### src/shared/brake_pkg.sv
`default_nettype none
package brake_pkg;
  // timing: one tick is one microsecond of the 125 MHz clock
  localparam int unsigned CLK_PERIOD_NS = 8;
  localparam int unsigned TICK_NS = 1000;
  localparam int unsigned TICK_CYCLES = (TICK_NS + CLK_PERIOD_NS - 1) / CLK_PERIOD_NS;
  localparam logic [6:0] TICK_LAST = 7'(TICK_CYCLES - 1);

  // register word indices (byte address = index * 4)
  localparam logic [3:0] IDX_CTRL = 4'h0;
  localparam logic [3:0] IDX_DC_CURRENT = 4'h1;
  localparam logic [3:0] IDX_DC_TIME = 4'h2;
  localparam logic [3:0] IDX_DEMAG_TIME = 4'h3;
  localparam logic [3:0] IDX_START_FREQ = 4'h4;
  localparam logic [3:0] IDX_NORMAL_RAMP = 4'h5;
  localparam logic [3:0] IDX_QUICK_RAMP = 4'h6;
  localparam logic [3:0] IDX_COMPOUND_CURRENT = 4'h7;
  localparam logic [3:0] IDX_SUPPLY_VOLTAGE = 4'h8;
  localparam logic [3:0] IDX_OV_LIMIT = 4'h9;
  localparam logic [3:0] IDX_STATUS = 4'hA;
  localparam logic [3:0] IDX_THRESHOLD = 4'hB;
  localparam logic [3:0] IDX_OUT_FREQ = 4'hC;
  localparam logic [3:0] IDX_IRQ_STATUS = 4'hD;
  localparam logic [3:0] IDX_IRQ_CLEAR = 4'hE;
  localparam logic [3:0] IDX_IRQ_ENABLE = 4'hF;
  localparam int unsigned NUM_CFG = 10;

  // reset values of the writable configuration words
  localparam logic [31:0] CFG_RESET [NUM_CFG] = '{
    32'h0000_0003, 32'h0000_0100, 32'h0000_03E8, 32'h0000_0064, 32'h0000_01F4,
    32'h0000_000A, 32'h0000_0005, 32'h0000_0080, 32'h0000_0190, 32'h0000_0320};

  // control word fields
  localparam int unsigned CTRL_POST_STOP_BIT = 0;
  localparam int unsigned CTRL_COMPOUND_BIT = 1;
  localparam int unsigned CTRL_AUTO_DETECT_BIT = 2;
  localparam int unsigned CTRL_FLYING_BIT = 3;
  localparam int unsigned CTRL_MODE_LSB = 4;
  localparam logic [1:0] MODE_VF = 2'h0;
  localparam logic [1:0] MODE_SENSORLESS_VECTOR_CONTROL = 2'h1;
  localparam logic [1:0] MODE_VC = 2'h2;

  // 1.13 * sqrt(2) = 1.598, as 1637 / 1024
  localparam logic [11:0] THR_MUL = 12'h665;
  localparam int unsigned THR_SHIFT = 10;
  // speed mismatch allowed on resume, in frequency units
  localparam logic [15:0] SPEED_TOL = 16'h0004;

  // interrupt bits
  localparam int unsigned IRQ_BRAKE_START = 0;
  localparam int unsigned IRQ_BRAKE_END = 1;
  localparam int unsigned IRQ_OVERVOLT = 2;
  localparam int unsigned IRQ_OVERCURR = 3;
  localparam int unsigned IRQ_W = 4;

  localparam logic [1:0] RESP_OKAY = 2'h0;
  localparam logic [1:0] RESP_SLVERR = 2'h2;

  typedef enum logic [5:0] {
    ST_RUN = 6'h01,
    ST_RAMP = 6'h02,
    ST_DEMAG = 6'h04,
    ST_INJECT = 6'h08,
    ST_BLOCKED = 6'h10,
    ST_RESUME = 6'h20
  } brake_state_t;

  typedef struct packed {
    logic post_stop_en;
    logic compound_en;
    logic auto_detect;
    logic flying_en;
    logic [1:0] mode;
    logic [15:0] dc_current;
    logic [19:0] dc_time;
    logic [19:0] demag_time;
    logic [15:0] start_freq;
    logic [15:0] normal_ramp;
    logic [15:0] quick_ramp;
    logic [15:0] compound_current;
    logic [15:0] supply_voltage;
    logic [15:0] ov_limit;
  } brake_cfg_t;
endpackage
`default_nettype wire

### src/rtl/dc_and_compound_brake_sequencer.sv
// Contract
// (RULE_01) stop with post-stop brake ramps to start frequency
// (RULE_02) pulses blocked for the demagnetizing time first
// (RULE_03) inject current for brake time, flag bit 0
// (RULE_04) pulses blocked once the brake time ends
// (RULE_05) direct select brakes without ramp
// (RULE_06) withdrawn select accelerates back to setpoint
// (RULE_07) speed mismatch on resume raises overcurrent
// (RULE_08) too steep stop ramp trips on overvoltage
// (RULE_09) external speed input ignored while braking
// (RULE_10) injected current holds the motor at standstill
// (RULE_11) compound current added above link threshold
// (RULE_12) threshold is 1.13 root two supply voltage
// (RULE_13) auto mode takes measured switch-on level at run-up
// (RULE_14) threshold follows a new supply setting immediately
// (RULE_15) compound only under open-loop voltage-frequency control
// (RULE_16) compound suppressed by flying restart, dc brake, vector
// (RULE_17) normal stop uses normal ramp, quick uses quick
// (RULE_18) flag cleared at time end or select withdrawal
//
// Design decisions made here: the address map and the AXI4-Lite register port.
`timescale 1ns/10ps
`default_nettype none
module dc_and_compound_brake_sequencer (
  // clock and reset
  input wire logic aclk,
  input wire logic aresetn,
  // axi4-lite slave
  input wire logic [7:0] s_axi_awaddr,
  input wire logic s_axi_awvalid,
  output logic s_axi_awready,
  input wire logic [31:0] s_axi_wdata,
  input wire logic [3:0] s_axi_wstrb,
  input wire logic s_axi_wvalid,
  output logic s_axi_wready,
  output logic [1:0] s_axi_bresp,
  output logic s_axi_bvalid,
  input wire logic s_axi_bready,
  input wire logic [7:0] s_axi_araddr,
  input wire logic s_axi_arvalid,
  output logic s_axi_arready,
  output logic [31:0] s_axi_rdata,
  output logic [1:0] s_axi_rresp,
  output logic s_axi_rvalid,
  input wire logic s_axi_rready,
  // commands
  input wire logic normal_stop_command,
  input wire logic quick_stop_command,
  input wire logic dc_brake_direct_select,
  input wire logic [15:0] speed_setpoint,
  // drive feedback
  input wire logic [15:0] motor_speed,
  input wire logic [15:0] dc_link_voltage,
  input wire logic [15:0] dc_link_switch_on_level,
  input wire logic line_connected,
  input wire logic flying_restart_active,
  // inverter stage
  output logic pulse_enable,
  output logic [15:0] dc_current_cmd,
  output logic [15:0] output_freq,
  output logic dc_brake_active,
  // interrupt
  output logic irq
);
  import brake_pkg::*;

  logic [31:0] cfg_q [NUM_CFG];
  brake_cfg_t cfg;
  brake_state_t state_q, state_d;
  logic [6:0] tick_q;
  logic tick;
  logic [19:0] tcnt_q;
  logic [15:0] rcnt_q;
  logic [15:0] freq_q, freq_d;
  logic [15:0] setpoint_q;
  logic quick_q;
  logic via_direct_q;
  logic line_q;
  logic [15:0] switch_on_q;
  logic [15:0] thr_q;
  logic [IRQ_W-1:0] irq_status_q, irq_enable_q, irq_event, irq_clear;
  logic aw_held_q, w_held_q;
  logic [3:0] aw_idx_q;
  logic aw_ok_q;
  logic [31:0] w_data_q;
  logic [3:0] w_strb_q;

  // byte-lane merge, used by every configuration word
  function automatic logic [31:0] merge(input logic [31:0] old, input logic [31:0] nw,
                                        input logic [3:0] strb);
    logic [31:0] r;
    r = old;
    for (int b = 0; b < 4; b++) begin
      if (strb[b]) begin
        r[b*8 +: 8] = nw[b*8 +: 8];
      end
    end
    return r;
  endfunction

  function automatic logic [15:0] absdiff(input logic [15:0] a, input logic [15:0] b);
    return (a > b) ? a - b : b - a;
  endfunction

  // configuration fields
  assign cfg.post_stop_en = cfg_q[IDX_CTRL][CTRL_POST_STOP_BIT];
  assign cfg.compound_en = cfg_q[IDX_CTRL][CTRL_COMPOUND_BIT];
  assign cfg.auto_detect = cfg_q[IDX_CTRL][CTRL_AUTO_DETECT_BIT];
  assign cfg.flying_en = cfg_q[IDX_CTRL][CTRL_FLYING_BIT];
  assign cfg.mode = cfg_q[IDX_CTRL][CTRL_MODE_LSB +: 2];
  assign cfg.dc_current = cfg_q[IDX_DC_CURRENT][15:0];
  assign cfg.dc_time = cfg_q[IDX_DC_TIME][19:0];
  assign cfg.demag_time = cfg_q[IDX_DEMAG_TIME][19:0];
  assign cfg.start_freq = cfg_q[IDX_START_FREQ][15:0];
  assign cfg.normal_ramp = cfg_q[IDX_NORMAL_RAMP][15:0];
  assign cfg.quick_ramp = cfg_q[IDX_QUICK_RAMP][15:0];
  assign cfg.compound_current = cfg_q[IDX_COMPOUND_CURRENT][15:0];
  assign cfg.supply_voltage = cfg_q[IDX_SUPPLY_VOLTAGE][15:0];
  assign cfg.ov_limit = cfg_q[IDX_OV_LIMIT][15:0];

  // write path: address and data may arrive in either order
  wire wr_fire = aw_held_q && w_held_q && !s_axi_bvalid;
  // out-of-map writes answer slverr and touch nothing
  wire wr_ok = wr_fire && aw_ok_q;
  wire wr_mapped = (aw_idx_q != IDX_STATUS) && (aw_idx_q != IDX_THRESHOLD) &&
                   (aw_idx_q != IDX_OUT_FREQ) && (aw_idx_q != IDX_IRQ_STATUS);
  assign s_axi_awready = !aw_held_q && !s_axi_bvalid;
  assign s_axi_wready = !w_held_q && !s_axi_bvalid;
  assign s_axi_arready = !s_axi_rvalid;
  assign irq_clear = (wr_ok && aw_idx_q == IDX_IRQ_CLEAR) ? w_data_q[IRQ_W-1:0] : '0;

  always_ff @(posedge aclk) begin
    if (!aresetn) begin
      aw_held_q <= 1'b0;
      w_held_q <= 1'b0;
      aw_idx_q <= 4'h0;
      aw_ok_q <= 1'b0;
      w_data_q <= 32'h0000_0000;
      w_strb_q <= 4'h0;
      s_axi_bvalid <= 1'b0;
      s_axi_bresp <= RESP_OKAY;
    end else begin
      if (s_axi_awvalid && s_axi_awready) begin
        aw_held_q <= 1'b1;
        aw_idx_q <= s_axi_awaddr[5:2];
        // the master may move awaddr once taken, so keep the range check too
        aw_ok_q <= (s_axi_awaddr[7:6] == 2'h0);
      end
      if (s_axi_wvalid && s_axi_wready) begin
        w_held_q <= 1'b1;
        w_data_q <= s_axi_wdata;
        w_strb_q <= s_axi_wstrb;
      end
      if (wr_fire) begin
        aw_held_q <= 1'b0;
        w_held_q <= 1'b0;
        s_axi_bvalid <= 1'b1;
        s_axi_bresp <= (wr_mapped && aw_ok_q) ? RESP_OKAY : RESP_SLVERR;
      end else if (s_axi_bready) begin
        s_axi_bvalid <= 1'b0;
      end
    end
  end

  // configuration words, one generate copy per word
  for (genvar i = 0; i < NUM_CFG; i++) begin : g_cfg
    always_ff @(posedge aclk) begin
      if (!aresetn) begin
        cfg_q[i] <= CFG_RESET[i];
      end else if (wr_ok && aw_idx_q == 4'(i)) begin
        cfg_q[i] <= merge(cfg_q[i], w_data_q, w_strb_q);
      end
    end
  end

  // read path; upper address bits beyond the map answer slverr
  logic [31:0] rd_word;
  always_comb begin
    rd_word = 32'h0000_0000;
    case (s_axi_araddr[5:2])
      IDX_STATUS: rd_word = {26'h0, state_q == ST_RESUME, state_q == ST_BLOCKED,
                             state_q == ST_DEMAG, state_q == ST_RAMP, 1'b0, dc_brake_active};
      IDX_THRESHOLD: rd_word = {16'h0, thr_q};
      IDX_OUT_FREQ: rd_word = {16'h0, freq_q};
      IDX_IRQ_STATUS: rd_word = {28'h0, irq_status_q};
      IDX_IRQ_CLEAR: rd_word = 32'h0000_0000;
      IDX_IRQ_ENABLE: rd_word = {28'h0, irq_enable_q};
      default: rd_word = cfg_q[s_axi_araddr[5:2]];
    endcase
  end

  always_ff @(posedge aclk) begin
    if (!aresetn) begin
      s_axi_rvalid <= 1'b0;
      s_axi_rdata <= 32'h0000_0000;
      s_axi_rresp <= RESP_OKAY;
    end else if (s_axi_arvalid && s_axi_arready) begin
      s_axi_rvalid <= 1'b1;
      s_axi_rdata <= (s_axi_araddr[7:6] == 2'h0) ? rd_word : 32'h0000_0000;
      s_axi_rresp <= (s_axi_araddr[7:6] == 2'h0) ? RESP_OKAY : RESP_SLVERR;
    end else if (s_axi_rready) begin
      s_axi_rvalid <= 1'b0;
    end
  end

  // microsecond tick shared by the brake timer and the ramp
  assign tick = (tick_q == TICK_LAST);
  always_ff @(posedge aclk) begin
    if (!aresetn) begin
      tick_q <= 7'h00;
    end else begin
      tick_q <= tick ? 7'h00 : tick_q + 7'h01;
    end
  end

  // sequence decisions
  wire stop_cmd = normal_stop_command || quick_stop_command;
  wire state_change = (state_d != state_q);
  // (RULE_17) ramp time choice
  wire [15:0] ramp_len = quick_q ? cfg.quick_ramp : cfg.normal_ramp;
  wire ramp_hit = tick && (rcnt_q >= ramp_len);
  wire demag_done = (tcnt_q >= cfg.demag_time);
  wire inject_done = (tcnt_q >= cfg.dc_time);
  wire ov_trip = (dc_link_voltage > cfg.ov_limit);
  wire braking = (state_q == ST_DEMAG) || (state_q == ST_INJECT) || (state_q == ST_BLOCKED);
  wire resume_entry = (state_d == ST_RESUME) && (state_q != ST_RESUME);

  always_comb begin
    state_d = state_q;
    case (state_q)
      ST_RUN: begin
        // (RULE_05) direct entry without ramp
        if (dc_brake_direct_select) begin
          state_d = ST_DEMAG;
        end else if (stop_cmd) begin
          state_d = ST_RAMP;
        end
      end
      ST_RAMP: begin
        // (RULE_08) overvoltage trip on ramp
        if (dc_brake_direct_select) begin
          state_d = ST_DEMAG;
        end else if (ov_trip) begin
          state_d = ST_BLOCKED;
        end else if (cfg.post_stop_en && freq_q <= cfg.start_freq) begin
          // (RULE_01) start frequency reached
          state_d = ST_DEMAG;
        end else if (!cfg.post_stop_en && freq_q == 16'h0000) begin
          state_d = ST_BLOCKED;
        end else if (!stop_cmd) begin
          state_d = ST_RESUME;
        end
      end
      ST_DEMAG: begin
        // (RULE_02) pause before current
        if (via_direct_q && !dc_brake_direct_select) begin
          state_d = ST_RESUME;
        end else if (demag_done) begin
          state_d = ST_INJECT;
        end
      end
      ST_INJECT: begin
        // (RULE_18) withdrawal or time end
        if (via_direct_q && !dc_brake_direct_select) begin
          state_d = ST_RESUME;
        end else if (inject_done) begin
          // (RULE_04) block after brake time
          state_d = ST_BLOCKED;
        end
      end
      ST_BLOCKED: begin
        if (via_direct_q ? !dc_brake_direct_select : !stop_cmd) begin
          state_d = ST_RESUME;
        end
      end
      ST_RESUME: begin
        // (RULE_06) back to setpoint
        if (dc_brake_direct_select) begin
          state_d = ST_DEMAG;
        end else if (stop_cmd) begin
          state_d = ST_RAMP;
        end else if (freq_q == setpoint_q) begin
          state_d = ST_RUN;
        end
      end
      default: state_d = ST_RUN;
    endcase
  end

  // output frequency
  always_comb begin
    freq_d = freq_q;
    case (state_q)
      ST_RUN: freq_d = setpoint_q;
      ST_RAMP: freq_d = (ramp_hit && freq_q != 16'h0000) ? freq_q - 16'h0001 : freq_q;
      ST_RESUME: begin
        if (ramp_hit && freq_q < setpoint_q) begin
          freq_d = freq_q + 16'h0001;
        end else if (ramp_hit && freq_q > setpoint_q) begin
          freq_d = freq_q - 16'h0001;
        end
      end
      default: freq_d = 16'h0000;
    endcase
    // (RULE_07) flying restart catches the spinning motor
    if (resume_entry && cfg.flying_en) begin
      freq_d = motor_speed;
    end else if (resume_entry && braking) begin
      freq_d = 16'h0000;
    end
  end

  always_ff @(posedge aclk) begin
    if (!aresetn) begin
      state_q <= ST_RUN;
      tcnt_q <= 20'h00000;
      rcnt_q <= 16'h0000;
      freq_q <= 16'h0000;
      quick_q <= 1'b0;
      via_direct_q <= 1'b0;
    end else begin
      state_q <= state_d;
      tcnt_q <= state_change ? 20'h00000 : (tick ? tcnt_q + 20'h00001 : tcnt_q);
      rcnt_q <= (state_change || ramp_hit) ? 16'h0000 : (tick ? rcnt_q + 16'h0001 : rcnt_q);
      freq_q <= freq_d;
      if (state_d == ST_RAMP && state_q != ST_RAMP) begin
        quick_q <= quick_stop_command;
      end else if (state_d == ST_RESUME) begin
        quick_q <= 1'b0;
      end
      if (state_d == ST_DEMAG && state_q != ST_DEMAG) begin
        via_direct_q <= dc_brake_direct_select;
      end
    end
  end

  // (RULE_09) setpoint frozen while braking; the external input cannot steer the drive
  always_ff @(posedge aclk) begin
    if (!aresetn) begin
      setpoint_q <= 16'h0000;
    end else if (!braking && state_d != ST_DEMAG) begin
      setpoint_q <= speed_setpoint;
    end
  end

  // compound threshold; the product is cut to the top of its useful range
  wire [27:0] thr_product = cfg.supply_voltage * THR_MUL;
  // (RULE_12) fixed formula
  wire [15:0] thr_formula = thr_product[THR_SHIFT +: 16];
  always_ff @(posedge aclk) begin
    if (!aresetn) begin
      line_q <= 1'b0;
      switch_on_q <= 16'h0000;
      thr_q <= 16'hFFFF; // out of reach until computed, so no compound blip after reset
    end else begin
      line_q <= line_connected;
      // (RULE_13) capture at run-up
      if (line_connected && !line_q) begin
        switch_on_q <= dc_link_switch_on_level;
      end
      // (RULE_14) recomputed every cycle, so a new supply value acts at once
      thr_q <= cfg.auto_detect ? switch_on_q : thr_formula;
    end
  end

  // (RULE_15) (RULE_16) compound permission
  wire compound_ok = cfg.compound_en && cfg.mode == MODE_VF && !flying_restart_active &&
                     (state_q == ST_RUN || state_q == ST_RAMP || state_q == ST_RESUME);
  // (RULE_11) compound current above threshold
  wire compound_on = compound_ok && (dc_link_voltage > thr_q);

  // inverter outputs registered from the next state so they line up with state_q
  always_ff @(posedge aclk) begin
    if (!aresetn) begin
      pulse_enable <= 1'b1;
      dc_current_cmd <= 16'h0000;
      output_freq <= 16'h0000;
      dc_brake_active <= 1'b0;
    end else begin
      pulse_enable <= (state_d != ST_DEMAG) && (state_d != ST_BLOCKED);
      // (RULE_03) (RULE_10) full current at zero frequency holds the shaft
      dc_current_cmd <= (state_d == ST_INJECT) ? cfg.dc_current : 16'h0000;
      if (state_d != ST_INJECT && compound_on && state_d == state_q) begin
        dc_current_cmd <= cfg.compound_current;
      end
      output_freq <= freq_d;
      dc_brake_active <= (state_d == ST_INJECT);
    end
  end

  // sticky events; a set in the clearing cycle wins
  assign irq_event[IRQ_BRAKE_START] = (state_d == ST_INJECT) && (state_q != ST_INJECT);
  assign irq_event[IRQ_BRAKE_END] = (state_q == ST_INJECT) && (state_d != ST_INJECT);
  assign irq_event[IRQ_OVERVOLT] = (state_q == ST_RAMP) && (state_d == ST_BLOCKED) && ov_trip;
  // (RULE_07) mismatch flagged as overcurrent
  assign irq_event[IRQ_OVERCURR] = resume_entry && braking && !cfg.flying_en &&
                                   (absdiff(motor_speed, 16'h0000) > SPEED_TOL);
  always_ff @(posedge aclk) begin
    if (!aresetn) begin
      irq_status_q <= '0;
      irq_enable_q <= '0;
      irq <= 1'b0;
    end else begin
      irq_status_q <= (irq_status_q & ~irq_clear) | irq_event;
      if (wr_ok && aw_idx_q == IDX_IRQ_ENABLE) begin
        irq_enable_q <= w_data_q[IRQ_W-1:0];
      end
      irq <= |(((irq_status_q & ~irq_clear) | irq_event) & irq_enable_q);
    end
  end
endmodule // dc_and_compound_brake_sequencer
`default_nettype wire

### config.mk
export PLATFORM = sky130hd
export DESIGN_NAME = dc_and_compound_brake_sequencer
export DESIGN_NICKNAME = d
export VERILOG_FILES = /design/src/shared/brake_pkg.sv /design/src/rtl/dc_and_compound_brake_sequencer.sv
export SDC_FILE = /design/constraint.sdc
export NUM_CORES = 1
export LEC_CHECK = 0
export ABC_AREA = 1
export BUFFER_PORTS_ARGS = -buffer_cell sky130_fd_sc_hd__buf_2
export CORE_ASPECT_RATIO = 1.4
export CORE_MARGIN = 2
export CORE_UTILIZATION = 45
export DETAILED_ROUTE_END_ITERATION = 12
export HOLD_SLACK_MARGIN = 0.15
export PLACE_DENSITY = 0.62
export REMOVE_ABC_BUFFERS = 1
export SYNTH_ARGS = -nofsm -noshare
export SYNTH_HDL_FRONTEND = slang
export SYNTH_SLANG_ARGS = --single-unit
export TNS_END_PERCENT = 20
### constraint.sdc
create_clock -name aclk -period 7.6 [get_ports aclk]
set_input_delay 0 -clock aclk [delete_from_list [all_inputs] [get_ports aclk]]
set_output_delay 0 -clock aclk [all_outputs]
set_load 0.1 [all_outputs]
# == After elaboration in Yosys (flattened, before gate mapping) ==
# Memory sizes are Yosys's and may differ from the RTL's.
# Index checks and enable logic that the tools add are counted.
# op_classes
bitwise_logic,45
addsub,6
n_mux,230
reduce_logical,123
n_mul,1
eq_ne,85
n_lt_le_gt_ge,10
# op_table
cell,n
8-bit two-way mux,160
32-bit one-hot mux with 6 select lines,1
16-bit two-way mux,10
"3-bit inequality test, second input constant",40
6-bit two-way mux,15
2-bit AND reduction,41
1-bit logical AND,51
16-bit greater-than comparator,3
16-bit one-hot mux with 3 select lines,1
"4-bit == test, second input constant",10
20-bit >= comparator,2
1-bit bitwise OR,40
1-bit two-way mux,38
6-bit one-hot mux with 6 select lines,1
"16-bit by 1-bit adder with 16-bit output, second input constant",2
32-bit two-way mux,1
"16-bit by 11-bit multiplier with 26-bit output, second input constant",1
"20-bit by 1-bit adder with 20-bit output, second input constant",1
16-bit == test,1
"4-bit by 3-bit == test with 1-bit output, second input constant",4
16-bit >= comparator,1
"16-bit by 1-bit greater-than comparator with 1-bit output, second input constant",1
"16-bit by 3-bit greater-than comparator with 1-bit output, second input constant",1
16-bit <= comparator,1
38 further kinds,73
# totals
in_bits,128
output_inout_bits,76
elab_cells,529
ff_bits,224
mem_bits_rw,320
n_memories,1
# mem_list
name,depth,width,rd,rd_ports_with_merged_regs,write_ports,line,rtl
cfg_q,10,32,11,0,10,dc_and_compound_brake_sequencer.sv:67,logic [31:0] cfg_q [NUM_CFG];

# == Logic depth before layout (Yosys ltp) ==
# An unclocked memory read counts as a cell.
# logic_depth
word_depth,16
mapped_depth,24
ltp_nobuf,23

# == Worst setup path after synthesis ==
# OpenSTA, ideal clock, no wires.
# synth_path
path_kind,register to register
start,mem cfg_q[8][3]
end,reg thr_q[15]
period_less_slack_ns,4.439
setup_ns,0.119
t_required_ns,7.481
n_path_buf,0
path_stages_with_launch,20
path_slack_ns,3.161
arrival_ns,4.320
path_cell_list,edfxtp_1 > ha_1 > inv_1 > fa_1 > inv_1 > fa_1 > fa_1 > fa_1 > ha_1 > nand2_1 > nor2_1 > nand4_1 > o21ai_0 > inv_1 > nor3_1 > nand2_1 > nand2_1 > a21oi_1 > o21ai_0 > nand2_1
# synth_rtl
element,line,rtl
start: declaration,dc_and_compound_brake_sequencer.sv:67,
end signal: assignment,dc_and_compound_brake_sequencer.sv:362,thr_q <= cfg.auto_detect ? switch_on_q : thr_formula;
end: declaration,dc_and_compound_brake_sequencer.sv:80,logic [15:0] thr_q;

==> flow_summary.yaml <==
min_path:
  hold_start: "speed_setpoint[5]"
  whs_endpoint: "setpoint_q[5]"
  worstHoldPathType: "in -> reg"
  holdPathStages: 4
die:
  core_area_mm2: 0.0663
  die_w_um: 222
  rows: 112
  dieArea_mm2: 0.0688
  die_h_um: 309
  pin_count: 204
  start_util_pct: 45.3
grt:
  grt_pass1_vias: 25500
  grt_util_met1_pct: 33.0
  grt_first_pass_wirelength_um: 149000
  antenna_found_initial: 0
  grt_usage_pct: 28.5
  grt_max_degree: 74
  top_usage_layer: "met2"
  use_met2_pct: 51.4
  grt_overflow: 0
  met3_usage_pct: 3.21
flow_run:
  max-cap-violations: 0
outcome:
  status: "complete, no violations"
clock_tree:
  cts.path.max_buffers: 3
  cts_max_level: 2
  root_buffer: "clkbuf_16"
  cts.sinks: 542
  cts_tree: "built"
  clk_latency_ps: 670
  cts-buffers-inserted: 54
  ctsResizeCount: 0
  clkTransAtPathRegs_ps: 70
pwr:
  seqPwrFrac_pct: 41.8
  switchingPower_uw: 2560
  p_leak_uw: 0.0154
  pwr-share-comb_pct: 22.2
  power_density_mw_per_mm2: 223
  power.share.switching_pct: 32.0
  vdd_drop_max_mv: 0.213
  intPower_uw: 5440
  clkPwrFrac_pct: 35.9
logic_synthesis:
  ys_warn_count: 0
  syn_inst: 3451
  synth-edff-count: 320
  async_flop_share_pct: 0
  ys.flop_type: "edfxtp_1"
  yosysSeqAreaShare_pct: 46.8
  synth.distinct_cells: 62
  ys_seq_elements: 542
  mappedNetlistArea_mm2: 0.0300
  avgSynthCellArea_um2: 8.69
sta:
  rsz0062_at_grt: "false"
  final-hold-violation-count: 0
  finClkSkew_ps: 58.1
  hold_ws_ps: 176
  max-slew-margin-rel_pct: 18.3
  fin_crit_ps: 4970
  maxSlewViolCount: 0
  period_share_pct: 65.5
  tightest_slew_ps: 1210
  clock.fmax_mhz: 201
  tns_ps: 0
  setup_viol: 0
detailed_routing:
  viasPerCell: 5.49
  drt_iter0_markers: 2157
  wl_per_cell_um: 20.9
  wl_um: 98100
  ant_nets: 0
  first_pass_iters: 5
  vias: 25800
  drc: 0
critical_path:
  r2r_cells: 19
  crit_buf_inv: 3
  slowest_delay_ps: 530
  regToRegSetupSlack_ps: 2630
  regToRegEndpoint: "thr_q[15]"
  crit_required_ps: 8160
  path_class: "reg -> reg"
  crit_slowest_cell: "fa_1"
  crit_path_end_kind: "flop"
  crit_family: "adder cells"
  rr_startpoint: "cfg_q[8][3]"
  cp.arrival_ps: 5530
  path_cells: "ha_1 > inv_1 > fa_1 > inv_1 > fa_1 > fa_1 > fa_1 > ha_1 > nand2_1 > nor2_1 > nand4_1 > o21ai_0 > inv_1 > nor3_1 > nand2_1 > nand2_1 > a21oi_1 > o21ai_0 > nand2_1"
  worst-path-max-fanout: 7
  startpoint_type: "flop"
placement:
  io_buffers: 197
  gp_congestion: 0.933
  hpwl_um: 69300
finish:
  fin_nets: 4180
  fin_util_pct: 54.0
  area_delta_synth_final_pct: 19.3
  drive_above_1_share_pct: 10.9
[power groups by stage]
stage | combinational, uW | clock (uW) | sequential, uW
finish | 1780 | 2870 | 3340
global route | 1970 | 3010 | 3360
detailed placement | 1650 | 0 | 3400
CTS | 1760 | 2890 | 3340
global placement | 1640 | 0 | 3400
floorplan | 1030 | 0 | 3490
[per-layer routing]
metal	share of wire (%)	wire, um
met5	0	0
met4	6.0	5900
met3	5.8	5690
met2	50	48900
met1	38	37600
[cells in the final DEF (no fill, tap or decap), types with 8 or more instances in the layout]
cell type      Yosys  final
nor3_1            49     48
nor2_1           535    535
o311ai_0          11     11
edfxtp_1         320    320
a21oi_1          260    260
clkbuf_16          0     58
nand3_1           82     82
xor2_1            40     40
o21bai_1          11     11
buf_2             11    197
o221ai_1           8      8
o2111ai_1         14     14
a21o_1             9      9
ha_1             216    216
o211ai_1          29     29
o21bai_4          10     10
inv_2             17     18
fa_1              44     44
dfxtp_1          222    222
dlygate4sd3_1      0    207
nand2_1          489    485
xnor2_1           13     13
mux2i_1           11     11
buf_4              2     60
o22ai_1          119    119
clkinv_2           0     11
nand4_1           25     25
a221oi_1          10     10
o21ai_0          233    231
nand2_2            5      9
inv_1            412    412
nor4_1            10     10
[worst max-delay path by stage]
stage                startpoint   endpoint  slack, ps  cells past startpoint
CTS                 cfg_q[8][3]  thr_q[15]       2600                     19
global route        cfg_q[8][3]  thr_q[12]       2230                     17
finish              cfg_q[8][3]  thr_q[15]       2630                     19
global placement    cfg_q[8][3]  thr_q[15]       2630                     19
floorplan           cfg_q[8][3]  thr_q[15]       3140                     19
detailed placement  cfg_q[8][3]  thr_q[15]       2600                     19
[state kept, by name, summed over array words and instances (netlist names), 7 cells and up]
signal / count
thr_q: 16
tick_q: 7
setpoint_q: 16
tcnt_q: 20
s_axi_rdata: 32
cfg_q: 320
switch_on_q: 16
w_data_q: 32
rcnt_q: 16
output_freq: 16
dc_current_cmd: 16
[what timing repair did]
item                                   CTS  global route
endpoints found under the hold margin  230             0
buffers inserted                         0             0
hold buffers                           207             0
[cell usage after synthesis, drive strengths merged, types with 2 or more instances]
master   number  area [um^2]
a211oi        2         15.0
a21o          9         67.6
a21oi       261         1310
a221oi       10         87.6
a31oi         2         12.5
and3          2         12.5
buf          33          164
clkbuf      147          552
clkinv        4         15.0
dfxtp       222         4440
edfxtp      320         9610
fa           44          881
ha          216         2700
inv         429         1610
mux2i        11          110
nand2       496         1890
nand3        85          448
nand3b        4         30.0
nand4        27          199
nor2        545         2100
nor3         52          275
nor4         11         75.1
o2111ai      14          123
o211ai       29          218
o21a          5         37.5
o21ai       235         1180
o21bai       21          270
o221ai        8         70.1
o22ai       119          744
o311ai       17          149
o31ai         2         15.0
or2           5         31.3
or3           2         12.5
xnor2        13          114
xor2         40          350
[metrics by stage]
stage / cell area (um^2) / cells / setup slack (ps) / total power, uW
after floorplan: 29300 / 3272 / 3140 / 4520
after global placement: 31800 / 4383 / 2630 / 5040
after detailed placement: 31800 / 4383 / 2600 / 5050
after CTS: 35800 / 4692 / 2600 / 7990
after global routing: 35800 / 4693 / 2230 / 8330
final: 35800 / 4694 / 2630 / 7990
[tightest hold or removal path, delay by kind of cell]
family | cells | cell delay, ps
buffers and inverters | 2 | 610
AOI/OAI and AO/OA | 2 | 180
[kinds of logic after synthesis]
group	count (synthesis)	synth area share (%)
AND/OR/NAND/NOR	1231	17.0
AO/OA/AOI/OAI	740	14.5
buffers and inverters	613	7.80
flip-flops	542	46.8
adder cells (fa/ha/maj)	260	11.9
XOR/XNOR	53	1.55
multiplexers	11	0.367
other	1	0.0125
[layout make-up]
class	count	area, um^2
Multi-Input combinational cell	2297	13600
Clock buffer	70	1550
Clock inverter	32	355
Sequential cell	542	14100
Fill cell	6057	30500
Inverter	433	1630
Timing Repair Buffer	464	3510
Antenna cell	1	2.50
Tap cell	855	1070
Note: power is estimated with default switching activity, not from simulation.
